$ cat src/include/ccd_pkg.sv
package ccd_pkg;
  localparam int DATA_W = 8;
  localparam int ADDR_W = 7;
  localparam int INSTR_W = 14;
  localparam int OFS_INSTR = 32'h0000_0000;
  localparam int OFS_CTRL = 32'h0000_0004;
  localparam int OFS_ACC = 32'h0000_0008;
  localparam int OFS_STATUS = 32'h0000_000C;
  localparam int OFS_FILE_BASE = 32'h0000_0200;
  localparam int OFS_WDT = 32'h0000_0010;
  localparam int CTRL_GO_BIT = 0;
  localparam int ST_NULL_BIT = 2;
  localparam int ST_PD_BIT = 3;
  localparam int ST_TO_BIT = 4;
  localparam int ST_BUSY_BIT = 8;
  localparam int ST_SKIP_BIT = 9;
  localparam int ST_BADOP_BIT = 10;
  localparam logic [7:0] STATUS_RESET = 8'h18;
  localparam logic [7:0] ACC_RESET = 8'h00;
  localparam logic [13:0] OP_CLEAR_FILE_REGISTER_OP_MASK = 14'h3F80;
  localparam logic [13:0] OP_CLEAR_FILE_REGISTER_OP_VAL = 14'h0180;
  localparam logic [13:0] OP_CLEAR_ACCUMULATOR_OP_MASK = 14'h3F80;
  localparam logic [13:0] OP_CLEAR_ACCUMULATOR_OP_VAL = 14'h0100;
  localparam logic [13:0] OP_CLEAR_WATCHDOG_OP_VAL = 14'h0064;
  localparam logic [13:0] OP_NIB_MASK = 14'h3F00;
  localparam logic [13:0] OP_COMPLEMENT_FILE_REGISTER_OP_VAL = 14'h0900;
  localparam logic [13:0] OP_DECREMENT_FILE_REGISTER_OP_VAL = 14'h0300;
  localparam logic [13:0] OP_DECREMENT_SKIP_ON_NULL_OP_VAL = 14'h0B00;
  localparam int DEST_BIT = 7;

  typedef enum logic [2:0] {
    CCD_IDLE = 3'b000,
    CCD_Q1 = 3'b001,
    CCD_Q2 = 3'b011,
    CCD_Q3 = 3'b010,
    CCD_Q4 = 3'b110,
    CCD_SKIP = 3'b111
  } ccd_phase_t;

  typedef enum logic [2:0] {
    OP_NONE, OP_CLEAR_FILE_REGISTER_OP, OP_CLEAR_ACCUMULATOR_OP, OP_CLEAR_WATCHDOG_OP, OP_COMPLEMENT_FILE_REGISTER_OP, OP_DECREMENT_FILE_REGISTER_OP, OP_DECREMENT_SKIP_ON_NULL_OP
  } ccd_op_t;
endpackage : ccd_pkg

$ cat src/hdl/ccd_core.sv
// Notes on behaviour
// - Clear-file-register writes zero to the addressed register and sets null flag.
// - Clear-file-register decodes from 00 0001 1 plus seven-bit address.
// - Clear-file-register phases: decode, read register, process, write register.
// - Clear-accumulator decodes from 00 0001 0 with seven don't-care bits.
// - Clear-accumulator loads zero into accumulator and sets null flag.
// - Clear-watchdog resets the watchdog counter to zero.
// - Clear-watchdog also clears the watchdog prescaler.
// - Clear-watchdog sets time-out and power-down status bits to one.
// - Clear-watchdog touches no status flag besides time-out and power-down.
// - Complement inverts the register; destination bit zero writes accumulator.
// - Complement with destination bit one writes back into the register.
// - Complement updates the null flag from its result.
// - Decrement subtracts one and writes the chosen destination.
// - Decrement-and-skip on zero result discards next, runs a one-cycle nop.
module ccd_core
  import ccd_pkg::*;
#(
  parameter int FILE_DEPTH = 128,
  parameter int WDT_W = 8,
  parameter int PRESC_W = 8
) (
  input wire logic REF_CLK_IN,
  input wire logic RST_IN,
  input wire logic WB_CYC_IN,
  input wire logic WB_STB_IN,
  input wire logic WB_WE_IN,
  input wire logic [11:0] WB_ADR_IN,
  input wire logic [3:0] WB_SEL_IN,
  input wire logic [31:0] WB_DAT_IN,
  output logic [31:0] WB_DAT_OUT,
  output logic WB_ACK_OUT,
  output logic BUSY_OUT,
  output logic SKIP_OUT
);

  function automatic ccd_op_t decode_op(input logic [13:0] w);
    if ((w & OP_CLEAR_FILE_REGISTER_OP_MASK) == OP_CLEAR_FILE_REGISTER_OP_VAL) return OP_CLEAR_FILE_REGISTER_OP;
    if ((w & OP_CLEAR_ACCUMULATOR_OP_MASK) == OP_CLEAR_ACCUMULATOR_OP_VAL) return OP_CLEAR_ACCUMULATOR_OP;
    if (w == OP_CLEAR_WATCHDOG_OP_VAL) return OP_CLEAR_WATCHDOG_OP;
    if ((w & OP_NIB_MASK) == OP_COMPLEMENT_FILE_REGISTER_OP_VAL) return OP_COMPLEMENT_FILE_REGISTER_OP;
    if ((w & OP_NIB_MASK) == OP_DECREMENT_FILE_REGISTER_OP_VAL) return OP_DECREMENT_FILE_REGISTER_OP;
    if ((w & OP_NIB_MASK) == OP_DECREMENT_SKIP_ON_NULL_OP_VAL) return OP_DECREMENT_SKIP_ON_NULL_OP;
    return OP_NONE;
  endfunction : decode_op

  logic [7:0] file_mem [FILE_DEPTH];
  logic [13:0] instr_reg, instr_next;
  logic [7:0] acc_reg, acc_next;
  logic [7:0] status_reg, status_next;
  logic [WDT_W-1:0] wdt_reg, wdt_next;
  logic [PRESC_W-1:0] presc_reg, presc_next;
  ccd_phase_t phase_reg, phase_next;
  ccd_op_t op_reg, op_next;
  logic [7:0] opnd_reg, opnd_next;
  logic [7:0] res_reg, res_next;
  logic skip_reg, skip_next;
  logic badop_reg, badop_next;
  logic [31:0] rdat_reg, rdat_next;
  logic ack_reg, ack_next;
  logic fwr_en;
  logic [6:0] fwr_adr;
  logic [7:0] fwr_dat;

  logic [6:0] f_adr;
  logic dest_f;
  logic bus_req;
  assign f_adr = instr_reg[6:0];
  assign dest_f = instr_reg[DEST_BIT];
  assign bus_req = WB_CYC_IN && WB_STB_IN && !ack_reg;

  always_comb begin
    instr_next = instr_reg;
    acc_next = acc_reg;
    status_next = status_reg;
    wdt_next = wdt_reg + 1'b1;
    presc_next = presc_reg;
    phase_next = phase_reg;
    op_next = op_reg;
    opnd_next = opnd_reg;
    res_next = res_reg;
    skip_next = skip_reg;
    badop_next = badop_reg;
    rdat_next = rdat_reg;
    ack_next = 1'b0;
    fwr_en = 1'b0;
    fwr_adr = f_adr;
    fwr_dat = res_reg;
    // Free-running watchdog model; prescaler steps on counter wrap
    if (&wdt_reg) begin
      presc_next = presc_reg + 1'b1;
    end
    case (phase_reg)
      CCD_IDLE: begin
      end
      CCD_Q1: begin
        op_next = decode_op(instr_reg);
        badop_next = (decode_op(instr_reg) == OP_NONE);
        phase_next = CCD_Q2;
      end
      CCD_Q2: begin
        opnd_next = file_mem[f_adr];
        phase_next = CCD_Q3;
      end
      CCD_Q3: begin
        case (op_reg)
          OP_CLEAR_FILE_REGISTER_OP, OP_CLEAR_ACCUMULATOR_OP: res_next = 8'h00;
          OP_COMPLEMENT_FILE_REGISTER_OP: res_next = ~opnd_reg;
          OP_DECREMENT_FILE_REGISTER_OP, OP_DECREMENT_SKIP_ON_NULL_OP: res_next = opnd_reg - 8'h01;
          default: res_next = opnd_reg;
        endcase
        phase_next = CCD_Q4;
      end
      CCD_Q4: begin
        phase_next = CCD_IDLE;
        case (op_reg)
          OP_CLEAR_FILE_REGISTER_OP: begin
            fwr_en = 1'b1;
            status_next[ST_NULL_BIT] = 1'b1;
          end
          OP_CLEAR_ACCUMULATOR_OP: begin
            acc_next = 8'h00;
            status_next[ST_NULL_BIT] = 1'b1;
          end
          OP_CLEAR_WATCHDOG_OP: begin
            wdt_next = '0;
            presc_next = '0;
            status_next[ST_TO_BIT] = 1'b1;
            status_next[ST_PD_BIT] = 1'b1;
          end
          OP_COMPLEMENT_FILE_REGISTER_OP, OP_DECREMENT_FILE_REGISTER_OP, OP_DECREMENT_SKIP_ON_NULL_OP: begin
            if (dest_f) begin
              fwr_en = 1'b1;
            end else begin
              acc_next = res_reg;
            end
            if (op_reg == OP_COMPLEMENT_FILE_REGISTER_OP) begin
              status_next[ST_NULL_BIT] = (res_reg == 8'h00);
            end
            // Status left alone for both decrement forms
            if (op_reg == OP_DECREMENT_SKIP_ON_NULL_OP) begin
              skip_next = (res_reg == 8'h00);
              if (res_reg == 8'h00) begin
                phase_next = CCD_SKIP;
              end
            end
          end
          default: begin
          end
        endcase
      end
      CCD_SKIP: begin
        // Nop cycle standing in for the discarded instruction
        phase_next = CCD_IDLE;
      end
      default: phase_next = CCD_IDLE;
    endcase

    if (bus_req) begin
      ack_next = 1'b1;
      rdat_next = 32'h0000_0000;
      if (WB_WE_IN) begin
        if (WB_ADR_IN == OFS_INSTR[11:0] && phase_reg == CCD_IDLE) begin
          if (WB_SEL_IN[0]) instr_next[7:0] = WB_DAT_IN[7:0];
          if (WB_SEL_IN[1]) instr_next[13:8] = WB_DAT_IN[13:8];
        end else if (WB_ADR_IN == OFS_CTRL[11:0] && WB_SEL_IN[0]) begin
          // Start ignored while busy so a running cycle is never torn
          if (WB_DAT_IN[CTRL_GO_BIT] && phase_reg == CCD_IDLE) begin
            phase_next = CCD_Q1;
            skip_next = 1'b0;
          end
        end else if (WB_ADR_IN == OFS_ACC[11:0] && WB_SEL_IN[0] &&
                     phase_reg == CCD_IDLE) begin
          acc_next = WB_DAT_IN[7:0];
        end else if (WB_ADR_IN == OFS_STATUS[11:0] && WB_SEL_IN[0] &&
                     phase_reg == CCD_IDLE) begin
          status_next = WB_DAT_IN[7:0];
        end else if (WB_ADR_IN[11:9] == OFS_FILE_BASE[11:9] && WB_SEL_IN[0] &&
                     phase_reg == CCD_IDLE && !fwr_en) begin
          fwr_en = 1'b1;
          fwr_adr = WB_ADR_IN[8:2];
          fwr_dat = WB_DAT_IN[7:0];
        end
      end else begin
        if (WB_ADR_IN == OFS_INSTR[11:0]) rdat_next = {18'h0_0000, instr_reg};
        else if (WB_ADR_IN == OFS_ACC[11:0]) rdat_next = {24'h00_0000, acc_reg};
        else if (WB_ADR_IN == OFS_STATUS[11:0]) begin
          rdat_next = {21'h00_0000, badop_reg, skip_reg, phase_reg != CCD_IDLE, status_reg};
        end else if (WB_ADR_IN == OFS_WDT[11:0]) begin
          rdat_next = 32'({presc_reg, wdt_reg});
        end else if (WB_ADR_IN[11:9] == OFS_FILE_BASE[11:9]) begin
          rdat_next = {24'h00_0000, file_mem[WB_ADR_IN[8:2]]};
        end
      end
    end
  end

  always_ff @(posedge REF_CLK_IN or posedge RST_IN) begin
    if (RST_IN) begin
      instr_reg <= 14'h0000;
      acc_reg <= ACC_RESET;
      status_reg <= STATUS_RESET;
      wdt_reg <= '0;
      presc_reg <= '0;
      phase_reg <= CCD_IDLE;
      op_reg <= OP_NONE;
      opnd_reg <= 8'h00;
      res_reg <= 8'h00;
      skip_reg <= 1'b0;
      badop_reg <= 1'b0;
      rdat_reg <= 32'h0000_0000;
      ack_reg <= 1'b0;
    end else begin
      instr_reg <= instr_next;
      acc_reg <= acc_next;
      status_reg <= status_next;
      wdt_reg <= wdt_next;
      presc_reg <= presc_next;
      phase_reg <= phase_next;
      op_reg <= op_next;
      opnd_reg <= opnd_next;
      res_reg <= res_next;
      skip_reg <= skip_next;
      badop_reg <= badop_next;
      rdat_reg <= rdat_next;
      ack_reg <= ack_next;
    end
  end

  // File array has no reset, like ordinary data memory
  always_ff @(posedge REF_CLK_IN) begin
    if (fwr_en) begin
      file_mem[fwr_adr] <= fwr_dat;
    end
  end

  always_ff @(posedge REF_CLK_IN or posedge RST_IN) begin
    if (RST_IN) begin
      BUSY_OUT <= 1'b0;
      SKIP_OUT <= 1'b0;
    end else begin
      BUSY_OUT <= (phase_next != CCD_IDLE);
      SKIP_OUT <= skip_next;
    end
  end

  assign WB_DAT_OUT = rdat_reg;
  assign WB_ACK_OUT = ack_reg;

endmodule : ccd_core

$ cat config.mk
export PLATFORM = sky130hd
export DESIGN_NAME = ccd_core
export DESIGN_NICKNAME = d
export VERILOG_FILES = /design/src/include/ccd_pkg.sv /design/src/hdl/ccd_core.sv
export SDC_FILE = /design/constraint.sdc
export NUM_CORES = 2
export LEC_CHECK = 0
export BUFFER_PORTS_ARGS = -buffer_cell sky130_fd_sc_hd__buf_2
export CORE_ASPECT_RATIO = 0.75
export CORE_MARGIN = 2
export CORE_UTILIZATION = 45
export CTS_CLUSTER_DIAMETER = 50
export DETAILED_ROUTE_END_ITERATION = 16
export SYNTH_ARGS = -nofsm -noshare
export SYNTH_HDL_FRONTEND = slang
export SYNTH_SLANG_ARGS = --single-unit
$ cat constraint.sdc
create_clock -name REF_CLK_IN -period 11.3 [get_ports REF_CLK_IN]
set_input_delay 0.565 -clock REF_CLK_IN [delete_from_list [all_inputs] [get_ports REF_CLK_IN]]
set_output_delay 0.565 -clock REF_CLK_IN [all_outputs]
set_load 0.03 [all_outputs]
# Yosys cells after proc, flatten, opt, wreduce, memory -nomap -nowiden
# Memory sizes are Yosys's and may differ from the RTL's. A register that Yosys moved wholly into a read port is not among the register bits.
# Cells that the tools add are included.
# classes
add_sub_neg,3
eq_ne,21
n_mux,117
bitwise_logic,4
reduce_logical,27
# op_table
cell,count
8-bit 2-to-1 mux,20
16-bit 2-to-1 mux,5
3-bit 2-to-1 mux,25
7-bit 2-to-1 mux,7
1-bit 2-to-1 mux,48
5-bit 2-to-1 mux,6
"12-bit by 4-bit == test with 1-bit output, second input constant",2
8-bit case mux with 3 select lines,1
"8-bit by 1-bit adder with 8-bit output, second input constant",2
8-bit case mux with 2 select lines,1
3-bit case mux with 5 select lines,1
"14-bit by 7-bit == test with 1-bit output, second input constant",1
"7-bit by 2-bit == test with 1-bit output, second input constant",2
"12-bit by 3-bit == test with 1-bit output, second input constant",1
"12-bit by 5-bit == test with 1-bit output, second input constant",1
"3-bit by 2-bit == test with 1-bit output, second input constant",4
"3-bit == test, second input constant",4
"6-bit by 4-bit == test with 1-bit output, second input constant",2
1-bit logical AND,12
12-bit zero test,1
"3-bit by 1-bit == test with 1-bit output, second input constant",3
8-bit zero test,1
8-bit NOT,1
4-bit AND reduction,2
other kinds (12),19
# word_totals
register_bits,96
mem_bits_rw,1024
inputBits,53
memories,1
# mem_list
name,words,word_bits,read_ports,rd_clocked_by_memory_dff,write_ports,line_no,source
file_mem,128,8,2,1,1,ccd_core.sv:47,logic [7:0] file_mem [FILE_DEPTH];

# Depth between registers and ports, before layout
# depth
depth_word,31
depth_mapped,11

# Worst setup path before layout
# OpenSTA, ideal clock, no wires.
# synth_timing
path_type,reg-to-reg
startpoint,reg ack_reg (netlist: WB_ACK_OUT)
endpoint,mem file_mem[0][3] (data pin)
t_arrival_ns,6.622
required_time_ns,10.102
slack_ns,3.480
path_stages_with_launch,7
n_path_buf,1
period_less_slack_ns,7.820
path_cell_list,dfrtp_1 nand3b_1 inv_1 nand4_1 nand2b_1 clkbuf_1 o21ai_0
# synth_between
elab_chain_cells,3
# synth_rtl
element,line_no,source
from (decl),ccd_core.sv:60,"logic ack_reg, ack_next;"
from (signal assigned),ccd_core.sv:226,ack_reg <= ack_next;
1-bit zero test,ccd_core.sv:70,assign bus_req = WB_CYC_IN && WB_STB_IN && !ack_reg;
1-bit logical AND,ccd_core.sv:70,
8-bit 2-to-1 mux,ccd_core.sv:159,if (bus_req) begin
net fwr_dat[3],ccd_core.sv:63,logic [7:0] fwr_dat;
to (decl),ccd_core.sv:47,
# The timed path passes the listed nets, and every way through them passes these cells.

==> results by group <==
Synthesis
  – EDFF count, synth: 1024
  – Adder-Cell Fraction of Synth Area: 0.187%
  – Compound-Gate Fraction of Synth Area: 5.94%
  – Yosys warning count: 0
  – Cell count after synthesis: 3040
  – Synth Register Bits: 1112
  – Asr flop ratio synth: 7.91%
  – Register area share after synthesis: 63.1%
  – Simple-Gate Fraction of Synth Area: 5.15%
  – Synth Area in XOR/XNOR: 0.218%
  – Post-Syn Area: 0.0522 sq mm
  – Synth Flop Type: edfxtp_1
  – Largest family of logic cells by synthesized area: multiplexers
  – Mux contribution to synthesized area: 23.2%
  – Distinct cells, synth: 79
  – Mean Syn Cell Area: 17.2 sq um

Drt
  – Routed Antenna Nets: 0
  – # DRC: 0
  – Iter 0 DRT Violations: 5081
  – WL/cell: 37.3 um
  – Vias after detailed routing: 32.6k
  – Initial DRT Pass Iterations: 6
  – Vias/cell: 6.95
  – WL final: 175 mm

Clock tree
  – CTS tree: done
  – Clock Path Buffers: 3
  – CTS H-tree lvls: 3
  – Clock buffer count from CTS: 111
  – Clock Latency Late Sink: 0.73 ns
  – Reg clk slew, reported paths: 0.07 ns
  – CTS root buffer: clkbuf_16
  – Clk sinks: 1112
  – Post-CTS setup repair buffer count: 0
  – Post_cts resized: 0

Pwr
  – Combinational share of power: 3.5%
  – Tot Pwr: 8580 uW
  – IR drop worst, VDD: 135 uV
  – NetSw: 1850 uW
  – Sw Share: 21.6%
  – P per Cell Area: 148 mW/mm^2
  – P_int: 6730 uW
  – Clock power frac: 44.8%
  – LEAKAGE: 0.0141 uW
  – Sequential power share: 51.7%

Hold path
  – Worst hold path depth: 2
  – Hold/Removal Path Class: input port to register

Placement
  – Placement Setup Slack: 6.52 ns
  – Number of port buffers: 51
  – Gpl congestion: 0.995
  – Hpwl dp: 117 mm

GRT
  – All-layer global routing usage: 29.4%
  – First-pass GRT wire length: 244 mm
  – Initial antenna violation count: 9
  – Largest net degree at the start of global routing: 139
  – Grt ovf: 0
  – Vias in the first global route: 31.7k

Setup path
  – R2R Setup Slk: 6.34 ns
  – Critical path launch point type: register
  – Critical path cell sequence: buf_4, buf_4, mux4_2, o22ai_1, nor4_1, o22ai_1, o31ai_1
  – FF-to-FF path depth: 7
  – Arr. time, crit path: 5.56 ns
  – Critical path required time: 11.90 ns
  – CP max stage cell: nor4_1
  – Crit. End Element: register
  – Critical-path maximum fanout: 56
  – Worst setup path category: register to register
  – Slowest stage delay, CP: 1.34 ns

Timing
  – Hold WS: 0.0722 ns
  – Fin. max-slew vios: 4
  – FMAX: 202 MHz
  – Tmin final: 4.96 ns
  – Post-route setup slack: 6.34 ns
  – Final period utilization: 43.9%
  – Setup tns final: 0 ns
  – Unrepaired setup endpoints after global routing: false
  – Worst rel slew slack: -5.45%
  – Final hold viol count: 0
  – Final setup vio count: 0
  – Clock skew: 0.0343 ns
  – Worst-margin pin slew: 1.56 ns

Run
  – MaxCap Viol Count: 2

Floorplan
  – Core box area: 0.115 sq mm
  – Die W: 397 um
  – Die span in y: 299 um
  – Starting density of the core: 45.3%
  – Die ar.: 0.119 sq mm
  – IO Count: 88
  – Row cnt: 108

Run status
  – Failing checks: capacitance limit, slew limit
  – Status: finished with violations

Finish
  – Layout cell share with drive strength beyond 1: 26.6%
  – Area growth from synthesis to layout: 10.8%
  – Max reg flops: 1024
  – Final nets: 3106
-- layout make-up --
class	count	area, sq um
Fill cell	9372	57500
Sequential cell	1112	33000
Multi-Input combinational cell	1684	18300
Clock buffer	136	2990
Tap cell	1540	1930
Timing Repair Buffer	124	878
Clock inverter	75	767
Inverter	17	65.1
Antenna cell	1	2.50
-- Yosys cell counts (40+ instances only) --
cell / number / share of area, %
nand2_1: 130 / 0.93
mux2i_1: 121 / 2.3
a22oi_1: 62 / 0.89
nor4_1: 40 / 0.48
clkbuf_1: 116 / 0.83
mux4_2: 469 / 20
edfxtp_1: 1024 / 59
a21oi_1: 76 / 0.73
dfrtp_1: 86 / 4.1
o22ai_1: 157 / 1.9
buf_2: 78 / 0.75
nand3_1: 40 / 0.38
nor2_1: 201 / 1.4
o21ai_0: 46 / 0.44
-- layer usage --
layer	global-route usage, %	share of wire (%)
met5	0	0.026
met4	7.70	3.0
met3	12.9	16
met2	40.4	42
met1	42.7	39
-- worst max-delay path, delay by kind of cell (launching register included) --
kind | cells | cell delay, ns
AO/OA/AOI/OAI | 3 | 0.76
buffers and inverters | 2 | 1.51
flip-flops | 1 | 0.75
multiplexers | 1 | 0.37
AND/OR/NAND/NOR | 1 | 1.34
-- power groups by stage --
| stage | clock network [uW] | logic, uW | registers [uW] |
|---|---|---|---|
| floorplan | 0 | 171 | 4530 |
| finish | 3840 | 301 | 4440 |
| CTS | 3870 | 290 | 4440 |
| global placement | 0 | 288 | 4530 |
| global route | 4030 | 306 | 4440 |
| detailed placement | 0 | 289 | 4530 |
-- timing repair --
action                                  4_1_cts  5_1_grt
hold endpoints to repair                     16        0
hold buffers                                  1        0
endpoints found under the setup margin        0        0
-- per-stage QoR --
step	utilization, %	std cells	instance area [sq um]
finish	50.1	4689	57900
global route	50.1	4688	57900
CTS	50.1	4688	57900
detailed placement	46.9	4476	54100
global placement	46.9	4476	54100
floorplan	-	3055	52300
-- cell usage in the layout (no fill, tap or decap), drive strengths merged, types with 22 or more instances in the layout --
cell type,instances
a21oi,77
a22oi,62
buf,123
clkbuf,136
clkinv,50
dfrtp,86
edfxtp,1024
inv,22
mux2,29
mux2i,121
mux4,469
nand2,130
nand2b,26
nand3,40
nor2,203
nor3,33
nor4,42
o21ai,47
o22ai,157
-- worst paths after layout --
path,from,endpoint
worst max-delay path,instr_reg[1]$_DFFE_PP0P_,opnd_reg[6]$_DFFE_PP0N_
worst min-delay path,WB_DAT_IN[10],instr_reg[10]$_DFFE_PP0P_
worst max register to register,instr_reg[1]$_DFFE_PP0P_,opnd_reg[6]$_DFFE_PP0N_
min in group asynchronous,RST_IN,presc_reg[7]$_DFF_PP0_
worst min register to register,WB_DAT_OUT[15]$_DFFE_PP0P_,WB_DAT_OUT[15]$_DFFE_PP0P_
max in group asynchronous,RST_IN,instr_reg[1]$_DFFE_PP0P_
-- cells by family after synthesis --
| logic type | after synthesis |
|---|---|
| AOI/OAI and AO/OA | 467 |
| xor gates and xnor gates | 13 |
| adders and majority gates | 9 |
| buffers and inverters | 259 |
| DFF | 1112 |
| muxes | 619 |
| other | 1 |
| and+or+nand+nor | 560 |
No activity file was read; power rests on OpenSTA's default activity.
